--- src/inc/eio_defs.svh ---
// register offsets, reset values and field positions of the expansion i/o ports
`ifndef EIO_DEFS_SVH
`define EIO_DEFS_SVH

// ----------------------------------------------------------------
// register byte offsets
// ----------------------------------------------------------------
`define EIO_OFS_DUAL_LATCH 6'h00
`define EIO_OFS_DUAL_DIR 6'h04
`define EIO_OFS_DUAL_FSEL 6'h08
`define EIO_OFS_LOW_LATCH 6'h0c
`define EIO_OFS_MEM_MAP 6'h10
`define EIO_OFS_UP_LATCH 6'h14
`define EIO_OFS_UP_DIR 6'h18
`define EIO_OFS_RMW_CMD 6'h1c
`define EIO_OFS_RMW_RES 6'h20
`define EIO_OFS_STATUS 6'h24

// ----------------------------------------------------------------
// reset values
// ----------------------------------------------------------------
`define EIO_RST_DIR 8'hff
`define EIO_RST_FSEL 8'h00
`define EIO_RST_LATCH 8'h00
`define EIO_RST_MAP 3'h0

// ----------------------------------------------------------------
// field positions
// ----------------------------------------------------------------
`define EIO_MAP_DIR_BIT 0
`define EIO_IRQ_PIN_BIT 3
`define EIO_CMD_OP_LSB 8
`define EIO_CMD_PORT_LSB 12
`define EIO_PORT_DUAL 2'h0
`define EIO_PORT_LOW 2'h1
`define EIO_PORT_UP 2'h2

// control outputs on the dual port: serial out, timer, compares
`define EIO_CTRL_OUT_MASK 8'hd1

`endif

--- src/inc/eio_pkg.sv ---
// types shared by the expansion i/o port logic
package eio_pkg;

    // immediate operations on a port
    typedef enum logic [3:0] {
        EIO_OP_ADD = 4'h0,
        EIO_OP_SUB = 4'h1,
        EIO_OP_AND = 4'h2,
        EIO_OP_OR = 4'h3,
        EIO_OP_XOR = 4'h4,
        EIO_OP_GT = 4'h8,
        EIO_OP_LT = 4'h9,
        EIO_OP_EQ = 4'ha,
        EIO_OP_NE = 4'hb,
        EIO_OP_ON = 4'hc,
        EIO_OP_OFF = 4'hd
    } eio_op_t;

    // number of upper-port pins carrying high address bits
    typedef enum logic [1:0] {
        EIO_SZ_256 = 2'h0,
        EIO_SZ_4K = 2'h1,
        EIO_SZ_16K = 2'h2,
        EIO_SZ_FULL = 2'h3
    } eio_size_t;

endpackage

--- src/eio_ports.sv ---
// dual-function, address/data and upper address ports with rmw logic
`timescale 1ns/1ps
`include "eio_defs.svh"

module eio_ports #(
    parameter bit REDUCED = 1'b0,
    parameter int ADDR_W = 6
) (
    input wire logic clk_sys,
    input wire logic rst,
    input wire logic hw_stop,
    input wire logic [ADDR_W-1:0] reg_addr,
    input wire logic [31:0] reg_wdata,
    input wire logic reg_wr,
    input wire logic reg_rd,
    output logic [31:0] reg_rdata,
    input wire logic [7:0] ctrl_out,
    output logic [7:0] ctrl_in,
    input wire logic [15:0] bus_addr,
    input wire logic bus_ale,
    input wire logic bus_we,
    input wire logic [7:0] bus_wdata,
    output logic [7:0] bus_rdata,
    input wire logic [7:0] dual_pin_i,
    output logic [7:0] dual_pin_o,
    output logic [7:0] dual_pin_oe,
    input wire logic [7:0] low_pin_i,
    output logic [7:0] low_pin_o,
    output logic [7:0] low_pin_oe,
    input wire logic [7:0] up_pin_i,
    output logic [7:0] up_pin_o,
    output logic [7:0] up_pin_oe,
    input wire logic size_select_pin_a,
    input wire logic size_select_pin_b,
    output logic ext_irq2_request_flag
);

    // ------------------------------------------------------------
    // elaboration checks
    // ------------------------------------------------------------
    if (ADDR_W < 6) begin : g_addr_w_check
        $error("eio_ports: ADDR_W must be at least 6");
    end

    // ------------------------------------------------------------
    // pin synchronisers
    // ------------------------------------------------------------
    logic [7:0] dual_s1_q, dual_s2_q;
    logic [7:0] low_s1_q, low_s2_q;
    logic [7:0] up_s1_q, up_s2_q;
    logic [1:0] size_s1_q, size_s2_q;
    logic irq_pin_q;

    always_ff @(posedge clk_sys or posedge rst) begin
        if (rst) begin
            dual_s1_q <= 8'h00;
            dual_s2_q <= 8'h00;
            low_s1_q <= 8'h00;
            low_s2_q <= 8'h00;
            up_s1_q <= 8'h00;
            up_s2_q <= 8'h00;
            size_s1_q <= 2'h0;
            size_s2_q <= 2'h0;
            irq_pin_q <= 1'b1;
        end else begin
            dual_s1_q <= dual_pin_i;
            dual_s2_q <= dual_s1_q;
            low_s1_q <= low_pin_i;
            low_s2_q <= low_s1_q;
            up_s1_q <= up_pin_i;
            up_s2_q <= up_s1_q;
            size_s1_q <= {size_select_pin_b, size_select_pin_a};
            size_s2_q <= size_s1_q;
            irq_pin_q <= dual_s2_q[`EIO_IRQ_PIN_BIT];
        end
    end

    // ------------------------------------------------------------
    // register strobes
    // ------------------------------------------------------------
    logic [7:0] wbyte;
    logic wr_dual_latch, wr_dual_dir, wr_dual_fsel, wr_low_latch;
    logic wr_map, wr_up_latch, wr_up_dir, wr_cmd, wr_status;

    assign wbyte = reg_wdata[7:0];
    assign wr_dual_latch = reg_wr && reg_addr == `EIO_OFS_DUAL_LATCH;
    assign wr_dual_dir = reg_wr && reg_addr == `EIO_OFS_DUAL_DIR;
    assign wr_dual_fsel = reg_wr && reg_addr == `EIO_OFS_DUAL_FSEL;
    assign wr_low_latch = reg_wr && reg_addr == `EIO_OFS_LOW_LATCH;
    assign wr_map = reg_wr && reg_addr == `EIO_OFS_MEM_MAP;
    assign wr_up_latch = reg_wr && reg_addr == `EIO_OFS_UP_LATCH;
    assign wr_up_dir = reg_wr && reg_addr == `EIO_OFS_UP_DIR;
    assign wr_cmd = reg_wr && reg_addr == `EIO_OFS_RMW_CMD;
    assign wr_status = reg_wr && reg_addr == `EIO_OFS_STATUS;

    // ------------------------------------------------------------
    // mode registers
    // ------------------------------------------------------------
    logic [7:0] dual_dir_q, dual_fsel_q, up_dir_q;
    logic [2:0] map_q;

    always_ff @(posedge clk_sys or posedge rst) begin
        if (rst) begin
            dual_dir_q <= `EIO_RST_DIR;
            dual_fsel_q <= `EIO_RST_FSEL;
            up_dir_q <= `EIO_RST_DIR;
        end else if (hw_stop) begin
            dual_dir_q <= `EIO_RST_DIR;
            dual_fsel_q <= `EIO_RST_FSEL;
            up_dir_q <= `EIO_RST_DIR;
        end else begin
            if (wr_dual_dir) begin
                dual_dir_q <= wbyte;
            end
            if (wr_dual_fsel) begin
                dual_fsel_q <= wbyte;
            end
            if (wr_up_dir) begin
                up_dir_q <= wbyte;
            end
        end
    end

    always_ff @(posedge clk_sys or posedge rst) begin
        if (rst) begin
            map_q <= `EIO_RST_MAP;
        end else if (wr_map) begin
            map_q <= reg_wdata[2:0];
        end
    end

    // ------------------------------------------------------------
    // expansion size decode
    // ------------------------------------------------------------
    eio_pkg::eio_size_t size;
    logic low_exp, size_bad;
    logic [7:0] addr_mask;

    always_comb begin
        size_bad = 1'b0;
        if (REDUCED) begin
            unique case (size_s2_q)
                2'h0: size = eio_pkg::EIO_SZ_4K;
                2'h1: size = eio_pkg::EIO_SZ_16K;
                2'h3: size = eio_pkg::EIO_SZ_FULL;
                default: begin
                    size = eio_pkg::EIO_SZ_256;
                    size_bad = 1'b1;
                end
            endcase
        end else begin
            size = eio_pkg::eio_size_t'(map_q[2:1]);
        end
        unique case (size)
            eio_pkg::EIO_SZ_4K: addr_mask = 8'h0f;
            eio_pkg::EIO_SZ_16K: addr_mask = 8'h3f;
            eio_pkg::EIO_SZ_FULL: addr_mask = 8'hff;
            default: addr_mask = 8'h00;
        endcase
    end

    assign low_exp = REDUCED || map_q[2:1] != 2'h0;

    // ------------------------------------------------------------
    // port read values
    // ------------------------------------------------------------
    logic [7:0] dual_latch_q, low_latch_q, up_latch_q;
    logic [7:0] dual_rd, low_rd, up_rd;
    logic low_out;

    assign low_out = map_q[`EIO_MAP_DIR_BIT];

    localparam logic [7:0] CTRL_MASK = `EIO_CTRL_OUT_MASK;
    genvar gi;
    generate
        for (gi = 0; gi < 8; gi++) begin : g_bit
            localparam bit CTRL_OUT = CTRL_MASK[gi];
            always_comb begin
                if (dual_fsel_q[gi]) begin
                    if (CTRL_OUT && !dual_dir_q[gi]) begin
                        dual_rd[gi] = ctrl_out[gi];
                    end else begin
                        dual_rd[gi] = dual_s2_q[gi];
                    end
                end else if (dual_dir_q[gi]) begin
                    dual_rd[gi] = dual_s2_q[gi];
                end else begin
                    dual_rd[gi] = dual_latch_q[gi];
                end
                if (CTRL_OUT && dual_fsel_q[gi]) begin
                    dual_pin_o[gi] = ctrl_out[gi];
                    dual_pin_oe[gi] = 1'b1;
                end else begin
                    dual_pin_o[gi] = dual_latch_q[gi];
                    dual_pin_oe[gi] = !dual_fsel_q[gi] && !dual_dir_q[gi];
                end
                if (addr_mask[gi]) begin
                    up_pin_o[gi] = bus_addr[8+gi];
                    up_pin_oe[gi] = 1'b1;
                    up_rd[gi] = up_s2_q[gi];
                end else begin
                    up_pin_o[gi] = up_latch_q[gi];
                    up_pin_oe[gi] = !up_dir_q[gi];
                    up_rd[gi] = up_dir_q[gi] ? up_s2_q[gi]
                                             : up_latch_q[gi];
                end
            end
        end
    endgenerate

    assign ctrl_in = dual_s2_q & dual_fsel_q & ~`EIO_CTRL_OUT_MASK;

    // ------------------------------------------------------------
    // low address/data port
    // ------------------------------------------------------------
    always_comb begin
        if (low_exp) begin
            low_pin_o = bus_ale ? bus_addr[7:0] : bus_wdata;
            low_pin_oe = (bus_ale || bus_we) ? 8'hff : 8'h00;
            low_rd = low_s2_q;
        end else begin
            low_pin_o = low_latch_q;
            low_pin_oe = low_out ? 8'hff : 8'h00;
            low_rd = low_out ? low_latch_q : low_s2_q;
        end
    end

    assign bus_rdata = low_s2_q;

    // ------------------------------------------------------------
    // immediate operation unit
    // ------------------------------------------------------------
    eio_pkg::eio_op_t op;
    logic [1:0] sel;
    logic [7:0] imm, opnd, res;
    logic skip, wback;

    assign op = eio_pkg::eio_op_t'(reg_wdata[`EIO_CMD_OP_LSB+:4]);
    assign sel = reg_wdata[`EIO_CMD_PORT_LSB+:2];
    assign imm = wbyte;

    always_comb begin
        unique case (sel)
            `EIO_PORT_LOW: opnd = low_rd;
            `EIO_PORT_UP: opnd = up_rd;
            default: opnd = dual_rd;
        endcase
        res = opnd;
        skip = 1'b0;
        wback = 1'b0;
        unique case (op)
            eio_pkg::EIO_OP_ADD: begin
                res = opnd + imm;
                wback = 1'b1;
            end
            eio_pkg::EIO_OP_SUB: begin
                res = opnd - imm;
                wback = 1'b1;
            end
            eio_pkg::EIO_OP_AND: begin
                res = opnd & imm;
                wback = 1'b1;
            end
            eio_pkg::EIO_OP_OR: begin
                res = opnd | imm;
                wback = 1'b1;
            end
            eio_pkg::EIO_OP_XOR: begin
                res = opnd ^ imm;
                wback = 1'b1;
            end
            eio_pkg::EIO_OP_GT: skip = opnd > imm;
            eio_pkg::EIO_OP_LT: skip = opnd < imm;
            eio_pkg::EIO_OP_EQ: skip = opnd == imm;
            eio_pkg::EIO_OP_NE: skip = opnd != imm;
            eio_pkg::EIO_OP_ON: skip = (opnd & imm) != 8'h00;
            eio_pkg::EIO_OP_OFF: skip = (opnd & imm) == 8'h00;
            default: skip = 1'b0;
        endcase
    end

    logic [7:0] res_q;
    logic skip_q;

    always_ff @(posedge clk_sys or posedge rst) begin
        if (rst) begin
            res_q <= 8'h00;
            skip_q <= 1'b0;
        end else if (wr_cmd) begin
            res_q <= res;
            skip_q <= skip;
        end
    end

    // ------------------------------------------------------------
    // output latches
    // ------------------------------------------------------------
    logic wb_dual, wb_low, wb_up;

    assign wb_dual = wr_cmd && wback && sel == `EIO_PORT_DUAL;
    assign wb_low = wr_cmd && wback && sel == `EIO_PORT_LOW;
    assign wb_up = wr_cmd && wback && sel == `EIO_PORT_UP;

    always_ff @(posedge clk_sys or posedge rst) begin
        if (rst) begin
            dual_latch_q <= `EIO_RST_LATCH;
        end else if (wr_dual_latch) begin
            dual_latch_q <= wbyte;
        end else if (wb_dual) begin
            dual_latch_q <= res;
        end
    end

    always_ff @(posedge clk_sys or posedge rst) begin
        if (rst) begin
            low_latch_q <= `EIO_RST_LATCH;
        end else if (wr_low_latch) begin
            low_latch_q <= wbyte;
        end else if (wb_low) begin
            low_latch_q <= res;
        end
    end

    always_ff @(posedge clk_sys or posedge rst) begin
        if (rst) begin
            up_latch_q <= `EIO_RST_LATCH;
        end else if (wr_up_latch) begin
            up_latch_q <= wbyte;
        end else if (wb_up) begin
            up_latch_q <= res;
        end
    end

    // ------------------------------------------------------------
    // external interrupt request flag
    // ------------------------------------------------------------
    logic irq_set, irq_fall, irq_sel_chg;

    assign irq_fall = dual_fsel_q[`EIO_IRQ_PIN_BIT] && irq_pin_q
                      && !dual_s2_q[`EIO_IRQ_PIN_BIT];
    assign irq_sel_chg = wr_dual_fsel && wbyte[`EIO_IRQ_PIN_BIT]
                         != dual_fsel_q[`EIO_IRQ_PIN_BIT];
    assign irq_set = irq_fall || irq_sel_chg;

    always_ff @(posedge clk_sys or posedge rst) begin
        if (rst) begin
            ext_irq2_request_flag <= 1'b0;
        end else if (irq_set) begin
            ext_irq2_request_flag <= 1'b1;
        end else if (wr_status && wbyte[0]) begin
            ext_irq2_request_flag <= 1'b0;
        end
    end

    // ------------------------------------------------------------
    // read data
    // ------------------------------------------------------------
    logic [7:0] rd_mux;

    always_comb begin
        unique case (reg_addr)
            `EIO_OFS_DUAL_LATCH: rd_mux = dual_rd;
            `EIO_OFS_DUAL_DIR: rd_mux = dual_dir_q;
            `EIO_OFS_DUAL_FSEL: rd_mux = dual_fsel_q;
            `EIO_OFS_LOW_LATCH: rd_mux = low_rd;
            `EIO_OFS_MEM_MAP: rd_mux = {5'h00, map_q};
            `EIO_OFS_UP_LATCH: rd_mux = up_rd;
            `EIO_OFS_UP_DIR: rd_mux = up_dir_q;
            `EIO_OFS_RMW_RES: rd_mux = res_q;
            `EIO_OFS_STATUS: rd_mux = {5'h00, low_exp, size_bad,
                                       ext_irq2_request_flag};
            default: rd_mux = 8'h00;
        endcase
    end

    always_ff @(posedge clk_sys or posedge rst) begin
        if (rst) begin
            reg_rdata <= 32'h0000_0000;
        end else if (reg_rd) begin
            reg_rdata <= {23'h00_0000, wr_cmd ? 1'b0 : skip_q, rd_mux};
        end else begin
            reg_rdata <= 32'h0000_0000;
        end
    end
endmodule

--- config.mk ---
export PLATFORM = sky130hd
export DESIGN_NAME = eio_ports
export DESIGN_NICKNAME = d
export VERILOG_FILES = /design/src/inc/eio_pkg.sv /design/src/eio_ports.sv
export VERILOG_INCLUDE_DIRS = /design/src /design/src/inc
export SDC_FILE = /design/constraint.sdc
export NUM_CORES = 1
export LEC_CHECK = 0
export BUFFER_PORTS_ARGS = -buffer_cell sky130_fd_sc_hd__buf_2
export CORE_UTILIZATION = 53
export CTS_CLUSTER_DIAMETER = 150
export DETAILED_ROUTE_END_ITERATION = 16
export PLACE_DENSITY = 0.84
export REMOVE_ABC_BUFFERS = 1
export SLEW_MARGIN = 20
export SYNTH_ARGS = -nofsm -noshare
export SYNTH_HDL_FRONTEND = slang
export SYNTH_SLANG_ARGS = --single-unit
--- constraint.sdc ---
create_clock -name clk_sys -period 4.65 [get_ports clk_sys]
set_input_delay 0.93 -clock clk_sys [delete_from_list [all_inputs] [get_ports clk_sys]]
set_output_delay 0.93 -clock clk_sys [all_outputs]
set_load 0.05 [all_outputs]
After elaboration in Yosys (flattened, before gate mapping) --
Cells that the tools add are included.
Operators by class: bitwise logic cells 4, equality and inequality tests 27, magnitude comparators 2, add/sub/neg operators 2, muxes and demuxes 89, reductions and logical operators 66
Operator list (number):
- 8-bit two-way mux | 19
- 8-bit one-hot mux with 9 select lines | 1
- 1-bit two-way mux | 64
- 8-bit one-hot mux with 5 select lines | 1
- 1-bit logical AND | 25
- 1-bit logical NOT | 25
- 4-bit == test (second input constant) | 6
- 6-bit by 5-bit == test with 1-bit output (second input constant) | 4
- 8-bit one-hot mux with 3 select lines | 1
- 8-bit one-hot mux with 2 select lines | 1
- 2-bit nonzero test | 8
- 6-bit by 4-bit == test with 1-bit output (second input constant) | 2
- 6-bit == test (second input constant) | 2
- 9-bit two-way mux | 1
- 8-bit adder | 1
- 8-bit bitwise AND | 1
- 4-bit by 2-bit == test with 1-bit output (second input constant) | 2
- 8-bit == test | 1
- 8-bit greater-than comparator | 1
- 8-bit logical NOT | 1
- 8-bit < comparator | 1
- 8-bit != test | 1
- 8-bit bitwise OR | 1
- 8-bit nonzero test | 1
- other kinds (15) | 19
Storage, ports and cells: bits of input ports 103, output and inout bits 97, logic and storage cells 208, register bits 119

Longest topological paths before layout --
word-level depth 8, depth in mapped cells 17, mapped depth without buffers 16

Worst setup path before layout --
OpenSTA, ideal clock, no wires.
kind input port to output port, start point input port bus_ale, end point output port low_pin_oe[1], arrival 2754 ps, stages 4, path slack 966 ps, required time 3720 ps, cell sequence buf_1 -> nor2_1 -> o21bai_1 -> buf_4
Between the ends: word-level cells in the longest chain between the ends 3
Ends and longest elaborated chain:
- from (decl) | RTL line eio_ports.sv:20 | input wire logic bus_ale,
- 1-bit logical OR | RTL line eio_ports.sv:219 | low_pin_oe = (bus_ale || bus_we) ? 8'hff : 8'h00;
- 8-bit two-way mux | RTL line eio_ports.sv:219
- 8-bit two-way mux | RTL line eio_ports.sv:217 | if (low_exp) begin
- to (decl) | RTL line eio_ports.sv:29 | output logic [7:0] low_pin_oe,
Every way passes these cells.

Final worst setup path --
start point register map_q[2], end point register up_latch_q[4]
Between the ends: word-level cells in the longest chain between the ends 8, elaborated cells on any way between the ends 20, classes of those cells 2 x add/sub; 3 x eq/ne; 11 x mux; 3 x bitwise; 1 x reduce/logical
Ends and longest elaborated chain:
- from (decl) | RTL line eio_ports.sv:100 | logic [2:0] map_q;
- from (signal assigned) | RTL line eio_ports.sv:126 | map_q <= `EIO_RST_MAP;
- from (signal assigned) | RTL line eio_ports.sv:128 | map_q <= reg_wdata[2:0];
- 2-bit == test or 2-bit by 1-bit == test with 1-bit output (tied branches) | RTL line eio_ports.sv:154 | unique case (size)
- 8-bit one-hot mux with 3 select lines | RTL line eio_ports.sv:154
- 1-bit two-way mux | RTL line eio_ports.sv:197 | if (addr_mask[gi]) begin
- 8-bit one-hot mux with 2 select lines * | RTL line eio_ports.sv:243 | unique case (sel)
- 8-bit subtractor, or another cell as far along | RTL line eio_ports.sv:257 | res = opnd - imm;
- 8-bit one-hot mux with 5 select lines * | RTL line eio_ports.sv:251 | unique case (op)
- 8-bit two-way mux * | RTL line eio_ports.sv:329 | end else if (wb_up) begin
- 8-bit two-way mux * | RTL line eio_ports.sv:327 | end else if (wr_up_latch) begin
- to (signal assigned) | RTL line eio_ports.sv:326 | up_latch_q <= `EIO_RST_LATCH;
- to (signal assigned) | RTL line eio_ports.sv:328 | up_latch_q <= wbyte;
- to (signal assigned) | RTL line eio_ports.sv:330 | up_latch_q <= res;
- to (decl) | RTL line eio_ports.sv:167 | logic [7:0] dual_latch_q, low_latch_q, up_latch_q;
Every way passes the cells marked *; elsewhere a longest branch is shown, timed or not. The select of a mux whose other input is x is not followed. A chain may end at the register's enable or synchronous reset.

==> metrics.txt <==
vias in the first global route 6121; worst hold path class reg -> reg; area leader, netlist dfrtp_1; Resize count post-CTS 0; final worst-path cycle share 89.62%; met3 WL post-DR 2.380 mm; Seq/Total Area, Yosys 41.77%; Syn Inst Count 735; worst-path cell chain nor3b_2, buf_4, mux2i_1, o22ai_1, a21oi_2, inv_1, ha_1, inv_1, fa_1, o21bai_1, a21oi_1, nor3_1, a31oi_1, nand3_1, o22ai_1, buf_4, o21ai_0; Mean Syn Cell Area 9.768 sq um; distinct cell type count of the synthesized netlist 82; max_cap viols 0; CTS tree built; CP Launch Type flip-flop; via count 6623; grt total ovfl 0; Routed met2 length 10.53 mm; Clock Latency Late Sink 0.42 ns; critical path peak fanout 17; Fin Hold WS 0.3479 ns; antenna violations before repair 0; crit path buf inv count 4; HPWL after DPL 15.88 mm; Post-Route M1 WL 8.998 mm; Ports 200; Slew headroom 33.22%; Mapped Area 7179 sq um; Via density 6.284; layout cell share with drive strength beyond 1 31.09%; first-pass GRT wire length 35.37 mm; Post-synth EDFFs 0; largest net degree at the start of global routing 120; Chip Width 118.4 um; final worst clock skew 0.01307 ns; register area 2999 sq um; WL/cell 21.66 um; clock buffer count from CTS 17; crit path DAT 4.45 ns; Top Layer Used met4; Final TNS setup 0 ns; Ant. Diodes 0; gpl congestion 0.9761; Finish-stage setup viols 0; clk buf depth 2; Nets 998; Die ar. 14020 sq um; Filler cells 1113; area of the multi-input gates 3675 sq um; Crit path max-delay family compound AO/OA/AOI/OAI gates; min Tclk post-route 4.167 ns; remaining antenna violation count 0; Layout Cells excl Fill 1054; Syn. warnings 0; RSZ-0062 raised after global routing no; Total Wirelength 22.83 mm; status finished clean; Initial Util 54.21%; share of the synthesized area in the top cell type 35.55%; clk slew on worst S/H paths 0.06 ns; CTS Hold Buffers Added 0; slowest CP cell dfrtp_1; Crit. End Element flip-flop; Synth Flop Type dfrtp_1; row cnt 42; TritonRoute pass-1 iters 6; most frequent cells in the layout 148 x buf_2, 102 x dfrtp_1, 60 x nand2_1; #FFs+latches synth 119; # DRC 0; Slew Limit Fails 0; top cells by area, synth dfrtp_1 36%, dfstp_2 6.2%, ha_1 4.9%; maximum clock frequency 240.0 MHz; DR iter-0 viols 825; CTS sink count 119; pwr/cell area 403.6 nW/um^2; worst slew pin tran 1.001 ns; critical path type reg -> reg; die height 118.4 um; maximum VDD drop 351.8 uV; LEAKAGE 3.930 nW; core area 13240 sq um; root buf cell clkbuf_16; dpl cells 1022; htree depth 4; CP max stage delay 0.62 ns; Fin. Hold Viols 0; Post-synth ARST share 100.0%; most common cell after layout, fill and taps aside buf_2; Port Buf Inserts 148; worst path required time 4.93 ns; synth-to-layout area growth 17.38%; total track usage 33.55%; Setup Fix Bufs, Post-CTS 0
layer usage:
layer,vias up,global-route usage (%)
met1,3197,45.58
met4,0,14.64
met2,487,51.47
li1,2866,-
met5,-,0
met3,73,7.722
logic make-up after synthesis:
group / count (synthesis) / synth area share (%)
other: 1 / 0.05223
flip-flops: 119 / 41.77
buffers and inverters: 108 / 8.400
AND/OR/NAND/NOR: 202 / 14.87
XOR/XNOR: 4 / 0.4881
adder cells (fa/ha/maj): 30 / 5.438
multiplexers: 52 / 7.930
AO/OA/AOI/OAI: 219 / 21.05
cell usage after synthesis (5+ instances only):
cell / count
a211o_1: 17
a21oi_1: 32
a221oi_1: 5
a22oi_1: 23
a22oi_2: 8
a31oi_1: 12
and2_1: 7
buf_2: 16
buf_4: 43
clkbuf_1: 8
dfrtp_1: 102
dfstp_2: 17
ha_1: 28
inv_1: 33
mux2_2: 24
mux2i_1: 25
nand2_1: 60
nand2b_1: 11
nand3_1: 18
nor2_1: 45
nor2b_1: 12
nor3_1: 12
nor4_1: 7
o211ai_1: 6
o21ai_0: 51
o21ai_1: 13
o22ai_1: 11
state kept, by name, indices dropped and copies added, names as in the netlist:
name and flops:
irq_pin_q 1, low_latch_q 8, ext_irq2_request_flag 1, up_s2_q 8, res_q 8, low_s1_q 8, dual_latch_q 8, dual_dir_q 8
up_latch_q 8, up_dir_q 8, up_s1_q 8, dual_fsel_q 8, map_q 3, bus_rdata 8, reg_rdata 9, skip_q 1
dual_s2_q 8, dual_s1_q 8
power breakdown:
part           total (mW)  switching (mW)  internal [mW]
Combinational       0.958           0.698          0.260
Sequential           1.17          0.0645           1.11
Clock                1.27           0.521          0.750
worst register-to-register path, stage by stage (launching register included):
cell      delay [ns]
dfrtp_1         0.62
nor3b_2         0.30
buf_4           0.25
mux2i_1         0.44
o22ai_1         0.18
a21oi_2         0.29
inv_1           0.08
ha_1            0.23
inv_1           0.10
fa_1            0.24
o21bai_1        0.08
a21oi_1         0.26
nor3_1          0.07
a31oi_1         0.21
nand3_1         0.11
o22ai_1         0.31
buf_4           0.20
o21ai_0         0.08
cell type report:
class	instances	area share [%]
tap	176	2.613
clock buffer	18	5.093
timing repair buffer	158	9.829
clock inverter	14	1.678
multi-input combinational	534	43.61
inverter	35	1.589
sequential	119	35.59
through the flow:
stage	area (sq um)	setup slack [ns]	total power [mW]	util, %
6_report	8427	0.4828	3.401	63.63
3_3_place_gp	7856	0.5232	2.115	59.33
5_1_grt	8427	0.1792	3.516	63.63
3_5_place_dp	7856	0.4710	2.124	59.33
4_1_cts	8427	0.5540	3.387	63.63
2_1_floorplan	6805	-2.648	1.835	-
worst paths after layout:
path	depth (start not counted)	startpoint	slack, ns	endpoint
worst max-delay path	17	map_q[2]	0.48	up_latch_q[4]
worst min-delay path	0	dual_s1_q[3]	0.35	dual_s2_q[3]
worst max register to register	17	map_q[2]	0.48	up_latch_q[4]
worst min register to register	0	dual_s1_q[3]	0.35	dual_s2_q[3]
max in group asynchronous	3	rst	3.54	res_q[2]
min in group asynchronous	3	rst	0.67	up_s2_q[0]
(Power assumes the default switching activity.)
